## config.mk

```make
export PLATFORM = sky130hd
export DESIGN_NAME = pcvc_regs
export DESIGN_NICKNAME = d
export VERILOG_FILES = /design/src/pcvc_pkg.sv /design/src/pcvc_regs.sv /design/src/pcvc_table_loader.sv /design/src/pcvc_table_ram.sv
export SDC_FILE = /design/constraint.sdc
export NUM_CORES = 1
export LEC_CHECK = 0
export BUFFER_PORTS_ARGS = -buffer_cell sky130_fd_sc_hd__buf_2
export CAP_MARGIN = 0
export CORE_ASPECT_RATIO = 0.5
export CORE_MARGIN = 3
export CORE_UTILIZATION = 50
export CTS_CLUSTER_SIZE = 12
export DETAILED_ROUTE_END_ITERATION = 10
export PLACE_DENSITY = 0.73
export SYNTH_ARGS = -nofsm -noshare
export SYNTH_HDL_FRONTEND = slang
export SYNTH_SLANG_ARGS = --single-unit
```

## constraint.sdc

```tcl
create_clock -name clock -period 3 [get_ports clock]
set_input_delay 0.9 -clock clock [delete_from_list [all_inputs] [get_ports clock]]
set_output_delay 0.9 -clock clock [all_outputs]
set_load 0.005 [all_outputs]
```

## src/pcvc_pkg.sv

```systemverilog
// Constants and types shared by the virtual channel capability register block
package pcvc_pkg;

  // ************************************************************
  // Register byte offsets in configuration space
  // ************************************************************
  localparam logic [11:0] PCVC_HEADER_OFS = 12'h140;   // Capability header
  localparam logic [11:0] PCVC_CAP1_OFS = 12'h144;     // Port VC capability one
  localparam logic [11:0] PCVC_CAP2_OFS = 12'h148;     // Port VC capability two
  localparam logic [11:0] PCVC_CTRL_OFS = 12'h14C;     // Arbitration control and status
  localparam logic [11:0] PCVC_TABLE_OFS = 12'h160;    // Arbitration table window
  localparam int PCVC_TABLE_WORDS = 4;                 // 32 phases of 4 bits

  // ************************************************************
  // Fixed field values and reset values
  // ************************************************************
  localparam logic [15:0] PCVC_EXT_CAP_ID = 16'h0002;  // Virtual channel capability
  localparam logic [3:0] PCVC_CAP_VERSION = 4'h1;      // Capability version
  localparam logic [11:0] PCVC_NEXT_CAP_PTR = 12'h20C; // Power budgeting structure
  localparam logic [2:0] PCVC_EXT_VC_COUNT = 3'h0;     // Default channel only
  localparam logic [2:0] PCVC_LOW_PRIORITY_VC_GROUP_RESET = 3'h0;       // Low priority group count
  localparam logic [1:0] PCVC_REF_CLOCK_100NS = 2'h0;  // 100 ns time base code
  localparam logic [1:0] PCVC_ENTRY_SIZE_4BIT = 2'h2;  // Four-bit table entries
  localparam logic [7:0] PCVC_ARB_CAP_RESET = 8'h00;   // Arbitration capability
  localparam logic [7:0] PCVC_TABLE_OFS_RESET = 8'h00; // Table offset in 16-byte units
  localparam logic [2:0] PCVC_SELECT_RESET = 3'h0;     // Default scheme
  localparam logic [2:0] PCVC_SELECT_MAX = 3'h1;       // Highest legal scheme

  // ************************************************************
  // Field positions
  // ************************************************************
  localparam int PCVC_ID_LSB = 0;       // Capability identifier
  localparam int PCVC_VER_LSB = 16;     // Capability version
  localparam int PCVC_NEXT_LSB = 20;    // Next pointer
  localparam int PCVC_EXTVC_LSB = 0;    // Extended VC count
  localparam int PCVC_LOW_PRIORITY_VC_GROUP_LSB = 4;     // Low priority VC count
  localparam int PCVC_REFCLK_LSB = 8;   // Reference clock
  localparam int PCVC_ENTRY_LSB = 10;   // Table entry size
  localparam int PCVC_ARBCAP_LSB = 0;   // Arbitration capability
  localparam int PCVC_TBLOFS_LSB = 24;  // Arbitration table offset
  localparam int PCVC_LOAD_BIT = 0;     // Load table command
  localparam int PCVC_SELECT_LSB = 1;   // Arbitration select
  localparam int PCVC_STATUS_BIT = 16;  // Table status

  // ************************************************************
  // Types
  // ************************************************************
  typedef enum logic [2:0] {
    PCVC_REG_NONE,
    PCVC_REG_HEADER,
    PCVC_REG_CAP1,
    PCVC_REG_CAP2,
    PCVC_REG_CTRL,
    PCVC_REG_TABLE
  } pcvc_reg_t;                         // Decoded register target

  typedef enum logic [1:0] {
    PCVC_LOAD_IDLE,
    PCVC_LOAD_READ,
    PCVC_LOAD_DRAIN
  } pcvc_load_t;                        // Table loader states

endpackage : pcvc_pkg

```

## src/pcvc_regs.sv

```systemverilog
// Virtual channel capability header and port arbitration registers
//
// Behaviour
// Header bits 15:0 read capability id 0002h
// Header bits 19:16 read version one
// Header bits 31:20 point to 20Ch
// Extended VC count reads zero
// Low priority count resets zero, loadable externally
// Reference clock code selects 100 ns
// Entry size code says four bits
// Arbitration capability field resets to zero
// Table offset in 16-byte units, zero
// Load bit applies table, reads zero
// Select accepts zero or one only
// Table write sets status bit 16
// Finished load clears status bit 16
// Registers exist only in upstream port
// Read-only writes ignored, reserved reads zero
`timescale 1ns/10ps
`default_nettype none
module pcvc_regs
  import pcvc_pkg::*;
#(
  parameter bit UPSTREAM_PORT = 1'b1,         // Instance sits in the upstream port
  parameter int TABLE_WORDS = PCVC_TABLE_WORDS // Arbitration table words
) (
  input wire logic clock,                          // Core clock, 125 MHz
  input wire logic reset,                          // Synchronous reset, active high
  input wire logic cfgReadEn,                      // Configuration read strobe
  input wire logic cfgWriteEn,                     // Configuration write strobe
  input wire logic [11:0] cfgAddr,                 // Byte address, word aligned
  input wire logic [31:0] cfgWriteData,            // Write data
  input wire logic [3:0] cfgByteEnable,            // Write byte enables
  input wire logic lpvcLoadEn,                     // Management or EEPROM load strobe
  input wire logic [2:0] lpvcLoadValue,            // New low priority group count
  output logic [31:0] cfgReadData,                 // Registered read data
  output logic cfgReadValid,                       // Read data valid pulse
  output logic [2:0] arbScheme,                    // Selected arbitration scheme
  output logic [TABLE_WORDS*32-1:0] activeArbTable, // Arbitration table in use
  output logic tableLoadDone                       // Table load finished pulse
);

  localparam int IDXW = $clog2(TABLE_WORDS);       // Table index width
  localparam logic [11:0] TABLE_END = 12'(PCVC_TABLE_OFS + 12'(TABLE_WORDS * 4)); // Window end

  // ************************************************************
  // Address decode
  // ************************************************************

  // Maps a byte address onto a register of this block
  function automatic pcvc_reg_t decodeReg(input logic [11:0] addr);
    pcvc_reg_t hit;
    hit = PCVC_REG_NONE;
    if (UPSTREAM_PORT) begin
      if ({addr[11:2], 2'b00} == PCVC_HEADER_OFS) begin
        hit = PCVC_REG_HEADER;
      end else if ({addr[11:2], 2'b00} == PCVC_CAP1_OFS) begin
        hit = PCVC_REG_CAP1;
      end else if ({addr[11:2], 2'b00} == PCVC_CAP2_OFS) begin
        hit = PCVC_REG_CAP2;
      end else if ({addr[11:2], 2'b00} == PCVC_CTRL_OFS) begin
        hit = PCVC_REG_CTRL;
      end else if (addr >= PCVC_TABLE_OFS && addr < TABLE_END) begin
        hit = PCVC_REG_TABLE;
      end
    end
    return hit;
  endfunction : decodeReg

  pcvc_reg_t readHit;                 // Target of the read
  pcvc_reg_t writeHit;                // Target of the write
  logic tableWrite;                   // Software writes a table entry
  logic ctrlWrite;                    // Software writes the low control byte
  logic loadRequest;                  // Load command written
  logic loaderBusy;                   // Loader is walking the table
  logic loaderDone;                   // Loader finished
  logic memReadEn;                    // Loader read strobe
  logic [IDXW-1:0] memReadAddr;       // Loader read index
  logic [31:0] memReadData;           // Stored table word
  logic [IDXW-1:0] tableIndex;        // Word index of a table write
  logic [TABLE_WORDS*32-1:0] loaderTable; // Table from the loader

  assign readHit = decodeReg(cfgAddr);
  assign writeHit = decodeReg(cfgAddr);
  assign tableWrite = cfgWriteEn && (writeHit == PCVC_REG_TABLE) && (cfgByteEnable != 4'h0);
  assign ctrlWrite = cfgWriteEn && (writeHit == PCVC_REG_CTRL) && cfgByteEnable[0];
  assign loadRequest = ctrlWrite && cfgWriteData[PCVC_LOAD_BIT];
  assign tableIndex = IDXW'((cfgAddr - PCVC_TABLE_OFS) >> 2);

  // ************************************************************
  // State
  // ************************************************************
  typedef struct packed {
    logic [2:0] low_priority_vc_group;                 // Low priority group count
    logic [2:0] arbSelect;            // Arbitration scheme
    logic tableStatus;                // Table written, not yet loaded
    logic [31:0] rdData;              // Read data register
    logic rdValid;                    // Read data valid
  } pcvc_regs_state_t;

  pcvc_regs_state_t state_r;          // Registered state
  pcvc_regs_state_t state_nxt;        // Next state

  // Register reads and writes
  always_comb begin
    state_nxt = state_r;
    state_nxt.rdValid = cfgReadEn;
    // External default override of the group count
    if (lpvcLoadEn) begin
      state_nxt.low_priority_vc_group = lpvcLoadValue;
    end
    // Scheme select, illegal codes fall back to the default
    if (ctrlWrite) begin
      if (cfgWriteData[PCVC_SELECT_LSB +: 3] <= PCVC_SELECT_MAX) begin
        state_nxt.arbSelect = cfgWriteData[PCVC_SELECT_LSB +: 3];
      end else begin
        state_nxt.arbSelect = PCVC_SELECT_RESET;
      end
    end
    // Table status: a write in the finishing cycle keeps it set
    if (loaderDone) begin
      state_nxt.tableStatus = 1'b0;
    end
    if (tableWrite) begin
      state_nxt.tableStatus = 1'b1;
    end
    // Read data mux, anything unmapped reads zero
    if (cfgReadEn) begin
      state_nxt.rdData = 32'h0000_0000;
      unique case (readHit)
        PCVC_REG_HEADER: begin
          state_nxt.rdData[PCVC_ID_LSB +: 16] = PCVC_EXT_CAP_ID;
          state_nxt.rdData[PCVC_VER_LSB +: 4] = PCVC_CAP_VERSION;
          state_nxt.rdData[PCVC_NEXT_LSB +: 12] = PCVC_NEXT_CAP_PTR;
        end
        PCVC_REG_CAP1: begin
          state_nxt.rdData[PCVC_EXTVC_LSB +: 3] = PCVC_EXT_VC_COUNT;
          state_nxt.rdData[PCVC_LOW_PRIORITY_VC_GROUP_LSB +: 3] = state_r.low_priority_vc_group;
          state_nxt.rdData[PCVC_REFCLK_LSB +: 2] = PCVC_REF_CLOCK_100NS;
          state_nxt.rdData[PCVC_ENTRY_LSB +: 2] = PCVC_ENTRY_SIZE_4BIT;
        end
        PCVC_REG_CAP2: begin
          state_nxt.rdData[PCVC_ARBCAP_LSB +: 8] = PCVC_ARB_CAP_RESET;
          state_nxt.rdData[PCVC_TBLOFS_LSB +: 8] = PCVC_TABLE_OFS_RESET;
        end
        PCVC_REG_CTRL: begin
          state_nxt.rdData[PCVC_LOAD_BIT] = 1'b0;
          state_nxt.rdData[PCVC_SELECT_LSB +: 3] = state_r.arbSelect;
          state_nxt.rdData[PCVC_STATUS_BIT] = state_r.tableStatus;
        end
        PCVC_REG_TABLE: begin
          state_nxt.rdData = 32'h0000_0000;  // Table window is write only
        end
        PCVC_REG_NONE: begin
          state_nxt.rdData = 32'h0000_0000;
        end
        default: begin
          state_nxt.rdData = 32'h0000_0000;
        end
      endcase
    end
  end

  // State register
  always_ff @(posedge clock) begin
    if (reset) begin
      state_r <= '{low_priority_vc_group: PCVC_LOW_PRIORITY_VC_GROUP_RESET, arbSelect: PCVC_SELECT_RESET, default: '0};
    end else begin
      state_r <= state_nxt;
    end
  end

  // ************************************************************
  // Arbitration table storage and loader
  // ************************************************************

  // Software-programmed table
  pcvc_table_ram #(
    .WIDTH(32),
    .DEPTH(TABLE_WORDS)
  ) u_table_ram (
    .clock(clock),
    .reset(reset),
    .writeEn(tableWrite),
    .writeAddr(tableIndex),
    .writeData(cfgWriteData),
    .writeByteEn(cfgByteEnable),
    .readEn(memReadEn),
    .readAddr(memReadAddr),
    .readData(memReadData)
  );

  // Copies the stored table into the active table on request
  pcvc_table_loader #(
    .WIDTH(32),
    .WORDS(TABLE_WORDS)
  ) u_table_loader (
    .clock(clock),
    .reset(reset),
    .start(loadRequest),
    .memReadEn(memReadEn),
    .memReadAddr(memReadAddr),
    .memReadData(memReadData),
    .activeTable(loaderTable),
    .busy(loaderBusy),
    .done(loaderDone)
  );

  // ************************************************************
  // Outputs
  // ************************************************************
  assign cfgReadData = state_r.rdData;
  assign cfgReadValid = state_r.rdValid;
  assign arbScheme = state_r.arbSelect;
  assign activeArbTable = loaderTable;
  assign tableLoadDone = loaderDone;
endmodule : pcvc_regs
`default_nettype wire

```

## src/pcvc_table_loader.sv

```systemverilog
// Sequencer that copies the stored arbitration table into the active table
`timescale 1ns/10ps
`default_nettype none
module pcvc_table_loader
  import pcvc_pkg::*;
#(
  parameter int WIDTH = 32,   // Word width
  parameter int WORDS = 4     // Words in the table
) (
  input wire logic clock,                              // Core clock
  input wire logic reset,                              // Synchronous reset
  input wire logic start,                              // Load request pulse
  output logic memReadEn,                              // Storage read strobe
  output logic [$clog2(WORDS)-1:0] memReadAddr,        // Storage read index
  input wire logic [WIDTH-1:0] memReadData,            // Storage read data
  output logic [WORDS*WIDTH-1:0] activeTable,          // Table in use
  output logic busy,                                   // Load in progress
  output logic done                                    // Load finished pulse
);

  localparam int IDXW = $clog2(WORDS);                 // Index width
  localparam logic [IDXW-1:0] LAST_IDX = IDXW'(WORDS - 1); // Final word

  // ************************************************************
  // State
  // ************************************************************
  typedef struct packed {
    pcvc_load_t phase;                 // Sequencer phase
    logic [IDXW-1:0] issueIdx;         // Word being read
    logic [IDXW-1:0] captIdx;          // Word being captured
    logic pending;                     // Read data arrives now
    logic [WORDS*WIDTH-1:0] actTable;  // Active table
    logic done;                        // Finish pulse
  } pcvc_loader_state_t;

  pcvc_loader_state_t state_r;         // Registered state
  pcvc_loader_state_t state_nxt;       // Next state

  // Walk the words, capture each one a cycle after its read
  always_comb begin
    state_nxt = state_r;
    state_nxt.done = 1'b0;
    state_nxt.pending = 1'b0;
    if (state_r.pending) begin
      state_nxt.actTable[state_r.captIdx*WIDTH +: WIDTH] = memReadData;
    end
    unique case (state_r.phase)
      PCVC_LOAD_IDLE: begin
        if (start) begin
          state_nxt.phase = PCVC_LOAD_READ;
          state_nxt.issueIdx = '0;
        end
      end
      PCVC_LOAD_READ: begin
        state_nxt.pending = 1'b1;
        state_nxt.captIdx = state_r.issueIdx;
        if (state_r.issueIdx == LAST_IDX) begin
          state_nxt.phase = PCVC_LOAD_DRAIN;
        end else begin
          state_nxt.issueIdx = state_r.issueIdx + 1'b1;
        end
      end
      PCVC_LOAD_DRAIN: begin
        state_nxt.phase = PCVC_LOAD_IDLE;
        state_nxt.done = 1'b1;
      end
    endcase
  end

  // State register
  always_ff @(posedge clock) begin
    if (reset) begin
      state_r <= '{phase: PCVC_LOAD_IDLE, default: '0};
    end else begin
      state_r <= state_nxt;
    end
  end

  assign memReadEn = (state_r.phase == PCVC_LOAD_READ);
  assign memReadAddr = state_r.issueIdx;
  assign activeTable = state_r.actTable;
  assign busy = (state_r.phase != PCVC_LOAD_IDLE);
  assign done = state_r.done;

endmodule : pcvc_table_loader
`default_nettype wire

```

## src/pcvc_table_ram.sv

```systemverilog
// Small storage for the programmed arbitration table with registered read data
`timescale 1ns/10ps
`default_nettype none
module pcvc_table_ram
  import pcvc_pkg::*;
#(
  parameter int WIDTH = 32,   // Word width
  parameter int DEPTH = 4     // Number of words
) (
  input wire logic clock,                              // Core clock
  input wire logic reset,                              // Synchronous reset
  input wire logic writeEn,                            // Write strobe
  input wire logic [$clog2(DEPTH)-1:0] writeAddr,      // Write word index
  input wire logic [WIDTH-1:0] writeData,              // Write data
  input wire logic [WIDTH/8-1:0] writeByteEn,          // Byte enables
  input wire logic readEn,                             // Read strobe
  input wire logic [$clog2(DEPTH)-1:0] readAddr,       // Read word index
  output logic [WIDTH-1:0] readData                    // Registered read data
);

  // ************************************************************
  // State
  // ************************************************************
  typedef struct packed {
    logic [DEPTH-1:0][WIDTH-1:0] mem;  // Table words
    logic [WIDTH-1:0] rdData;          // Read data register
  } pcvc_ram_state_t;

  pcvc_ram_state_t state_r;            // Registered state
  pcvc_ram_state_t state_nxt;          // Next state

  // Byte-wise write and registered read
  always_comb begin
    state_nxt = state_r;
    if (writeEn) begin
      for (int b = 0; b < WIDTH / 8; b++) begin
        if (writeByteEn[b]) begin
          state_nxt.mem[writeAddr][b*8 +: 8] = writeData[b*8 +: 8];
        end
      end
    end
    if (readEn) begin
      state_nxt.rdData = state_r.mem[readAddr];
    end
  end

  // State register
  always_ff @(posedge clock) begin
    if (reset) begin
      state_r <= '0;
    end else begin
      state_r <= state_nxt;
    end
  end

  assign readData = state_r.rdData;

endmodule : pcvc_table_ram
`default_nettype wire

```

==> metrics.cfg <==
[status]
outcome=completed

[floorplanning]
rows=41
dieArea_sq_mm=0.02915
io_pins=221
core-area_sq_mm=0.02585
floorplan.initialDensity_pct=52.26
die_y_microns=122.2
die-width_microns=238.5

[cts]
post_cts.resized_instances=0
sink_count=313
cts-hold-fix-buffers=0
tritoncts=done
clock_root_buffer=clkbuf_16
clk_pin_slew_worst_paths_ns=0.06
clock_latency_ns=0.56
postCtsSetupBuffers=0
clk_path_buf_depth=3
tritoncts.num_buffers=30
htree_num_levels=1

[timing]
worst_clock_skew_ns=0.01078
maxClockFrequency_mhz=447.9
pins_over_slew_limit=0
fin_tns_setup_ns=0
tightest_slew_ns=0.7084
timing_hold_violations_final=0
timing.final.ws_setup_ns=0.7671
max-slew-margin-rel_pct=52.77
finalCritPeriodShare_pct=74.43
period_needed_ns=2.233
worst_hold_slack_ns=0.4706
setup_violations=0
grt_setup_unrepaired=no

[finish]
fill_cells=2225
final_layout_size_suffix_gt1_share_pct=23.15
area_delta_synth_final_pct=7.483
final_design_area_no_fill_sq_mm=0.01452
fin_cells=1711
final_nets=1427

[synthesis]
synth_top_cell_area_share_pct=46.38
synthDominantAreaCellType=dfxtp_1
mappedNetlistArea_sq_mm=0.01351
async_reset_ff_share_pct=0
ys_types=44
cell_with_the_most_instances_after_synthesis=dfxtp_1
syn_inst=1336
synth-main-ff-cell=dfxtp_1
yosysWarnings=0
synth-edff-count=0
synth.avg_cell_area_sq_um=10.11
ys_ff_latch=313
ys_top_cells_by_area=dfxtp_1, mux2i_1, buf_4
seq_area_frac_synth_pct=46.38
top_cells_by_instance_count_after_synthesis=dfxtp_1, nor2_1, buf_4, mux2i_1, a22oi_1

[place]
dp_slack_ns=0.3668
numPortBuffers=197
dp.final_hpwl_microns=22780
globalplace.congestion=0.8103
placedCellCount=1674
postPlaceCellArea_sq_mm=0.01373

[power]
power_switching_mw=1.751
power_leakage_nw=6.153
combinationalPowerShare_pct=4.8
irDropWorstVdd_v=0.0004402
power_per_cell_area_mw_per_mm2=539.2
clkPwrFrac_pct=41.9
p_sw_share_pct=22.36
power.internal_mw=6.080
seq_power_share_pct=53.3

[drt]
route.detailed.vias_per_inst=5.631
detail_route.iter0.violations=757
totalWireLength_microns=32580
postRouteAntennaNets=0
route.detailed.drc=0
drt_first_pass_iters=6
dr_total_vias=9634
routed_wire_length_per_instance_microns=19.04

[critical_path]
worst-r2r-cell-count=6
worstReg2RegEnd=u_table_loader.activeTable[48]
crit-reg2reg-launch=u_table_loader.state_r[130]
critPathArrivalTime_ns=2.73
setup.worst_path.start_class=register
regToRegSetupSlack_ns=0.77
worstPathMaxFanout=32
cp_endpoint_kind=register
timing.critical_path.required_ns=3.50
path_class=register to register

[min_path]
hp-start=cfgReadData[5]
min-delay-path-class=register to register
worst_hold_path.endpoint=cfgReadData[5]
hold_path_depth=2

[global_routing]
grt_remaining_overflow=0
track_usage_pct=21.76
grt_max_degree=137
initial_antenna_violation_count=4
global_route_wire_length_before_repair_microns=50690
number_of_global_route_vias_before_repair=9249

[run]
cap_violations=0

[cell type report]
class,count,area [sq um],area share (%)
Antenna cell,2,5.005,0.03446
Clock buffer,32,758.2,5.221
Clock inverter,3,30.03,0.2068
Inverter,6,22.52,0.1551
Multi-Input combinational cell,785,5758,39.65
Sequential cell,313,6267,43.16
Tap cell,344,430.4,2.964
Timing Repair Buffer,226,1250,8.608
[worst max-delay path, stage by stage (launching register included)]
cell	delay [ns]
dfxtp_1	0.54
inv_1	0.23
ha_1	0.48
nor4b_4	0.23
buf_4	0.40
a22oi_1	0.13
nor2_1	0.13
[logic make-up after synthesis]
kind of cell | synth area share, %
AND/OR/NAND/NOR | 16.13
flip-flops | 46.38
buffers and inverters | 11.88
AO/OA/AOI/OAI | 9.122
multiplexers | 15.62
adder cells (fa/ha/maj) | 0.8335
other | 0.02776
[flip-flops by register name, summed over array words and instances (netlist names)]
name	count
u_table_loader.activeTable	128
u_table_ram.state_r	128
u_table_ram.readData	32
cfgReadData	9
u_table_loader.state_r	5
state_r	4
arbScheme	3
u_table_loader.memReadAddr	2
cfgReadValid	1
u_table_loader.done	1
[metrics by stage]
stage          total power, mW  util [%]
2_1_floorplan            4.539         -
3_3_place_gp             4.629     53.10
3_5_place_dp             4.639     53.10
4_1_cts                  7.903     56.15
5_1_grt                  8.115     56.16
6_report                 7.830     56.17
[power by group through the flow]
| stage | logic (mW) | registers (mW) | clock network (mW) |
|---|---|---|---|
| floorplan | 0.280 | 4.26 | 0 |
| global placement | 0.364 | 4.26 | 0 |
| detailed placement | 0.374 | 4.27 | 0 |
| CTS | 0.375 | 4.17 | 3.35 |
| global route | 0.408 | 4.17 | 3.54 |
| finish | 0.376 | 4.17 | 3.28 |
[worst max-delay path by stage]
stage / slack [ns] / startpoint / depth (start not counted) / endpoint
floorplan: 0.65 / cfgAddr[11] / 5 / u_table_loader.memReadAddr[1]
global route: 0.66 / u_table_loader.state_r[130] / 7 / u_table_loader.activeTable[76]
detailed placement: 0.37 / cfgAddr[11] / 5 / u_table_loader.memReadAddr[1]
global placement: 0.37 / cfgAddr[11] / 5 / u_table_loader.memReadAddr[1]
CTS: 0.79 / u_table_loader.state_r[130] / 6 / u_table_loader.activeTable[48]
finish: 0.77 / u_table_loader.state_r[130] / 6 / u_table_loader.activeTable[48]
[cell usage in the layout (no fill, tap or decap), drive strengths merged, types with 11 or more instances in the layout]
cell type,instances
a21oi,11
nand3b,32
dfxtp,313
clkbuf,33
mux4,32
nor2,206
nand4,15
mux2i,134
o21ai,33
buf,225
a22oi,129
conb,21
nand2b,108
[metal layers]
metal	track usage, %	part of all wire (%)
met4	4.827	1.7
met5	0	0.083
met2	35.08	45
met3	4.333	6.8
met1	30.55	46
Note: power is estimated with default switching activity, not from simulation.
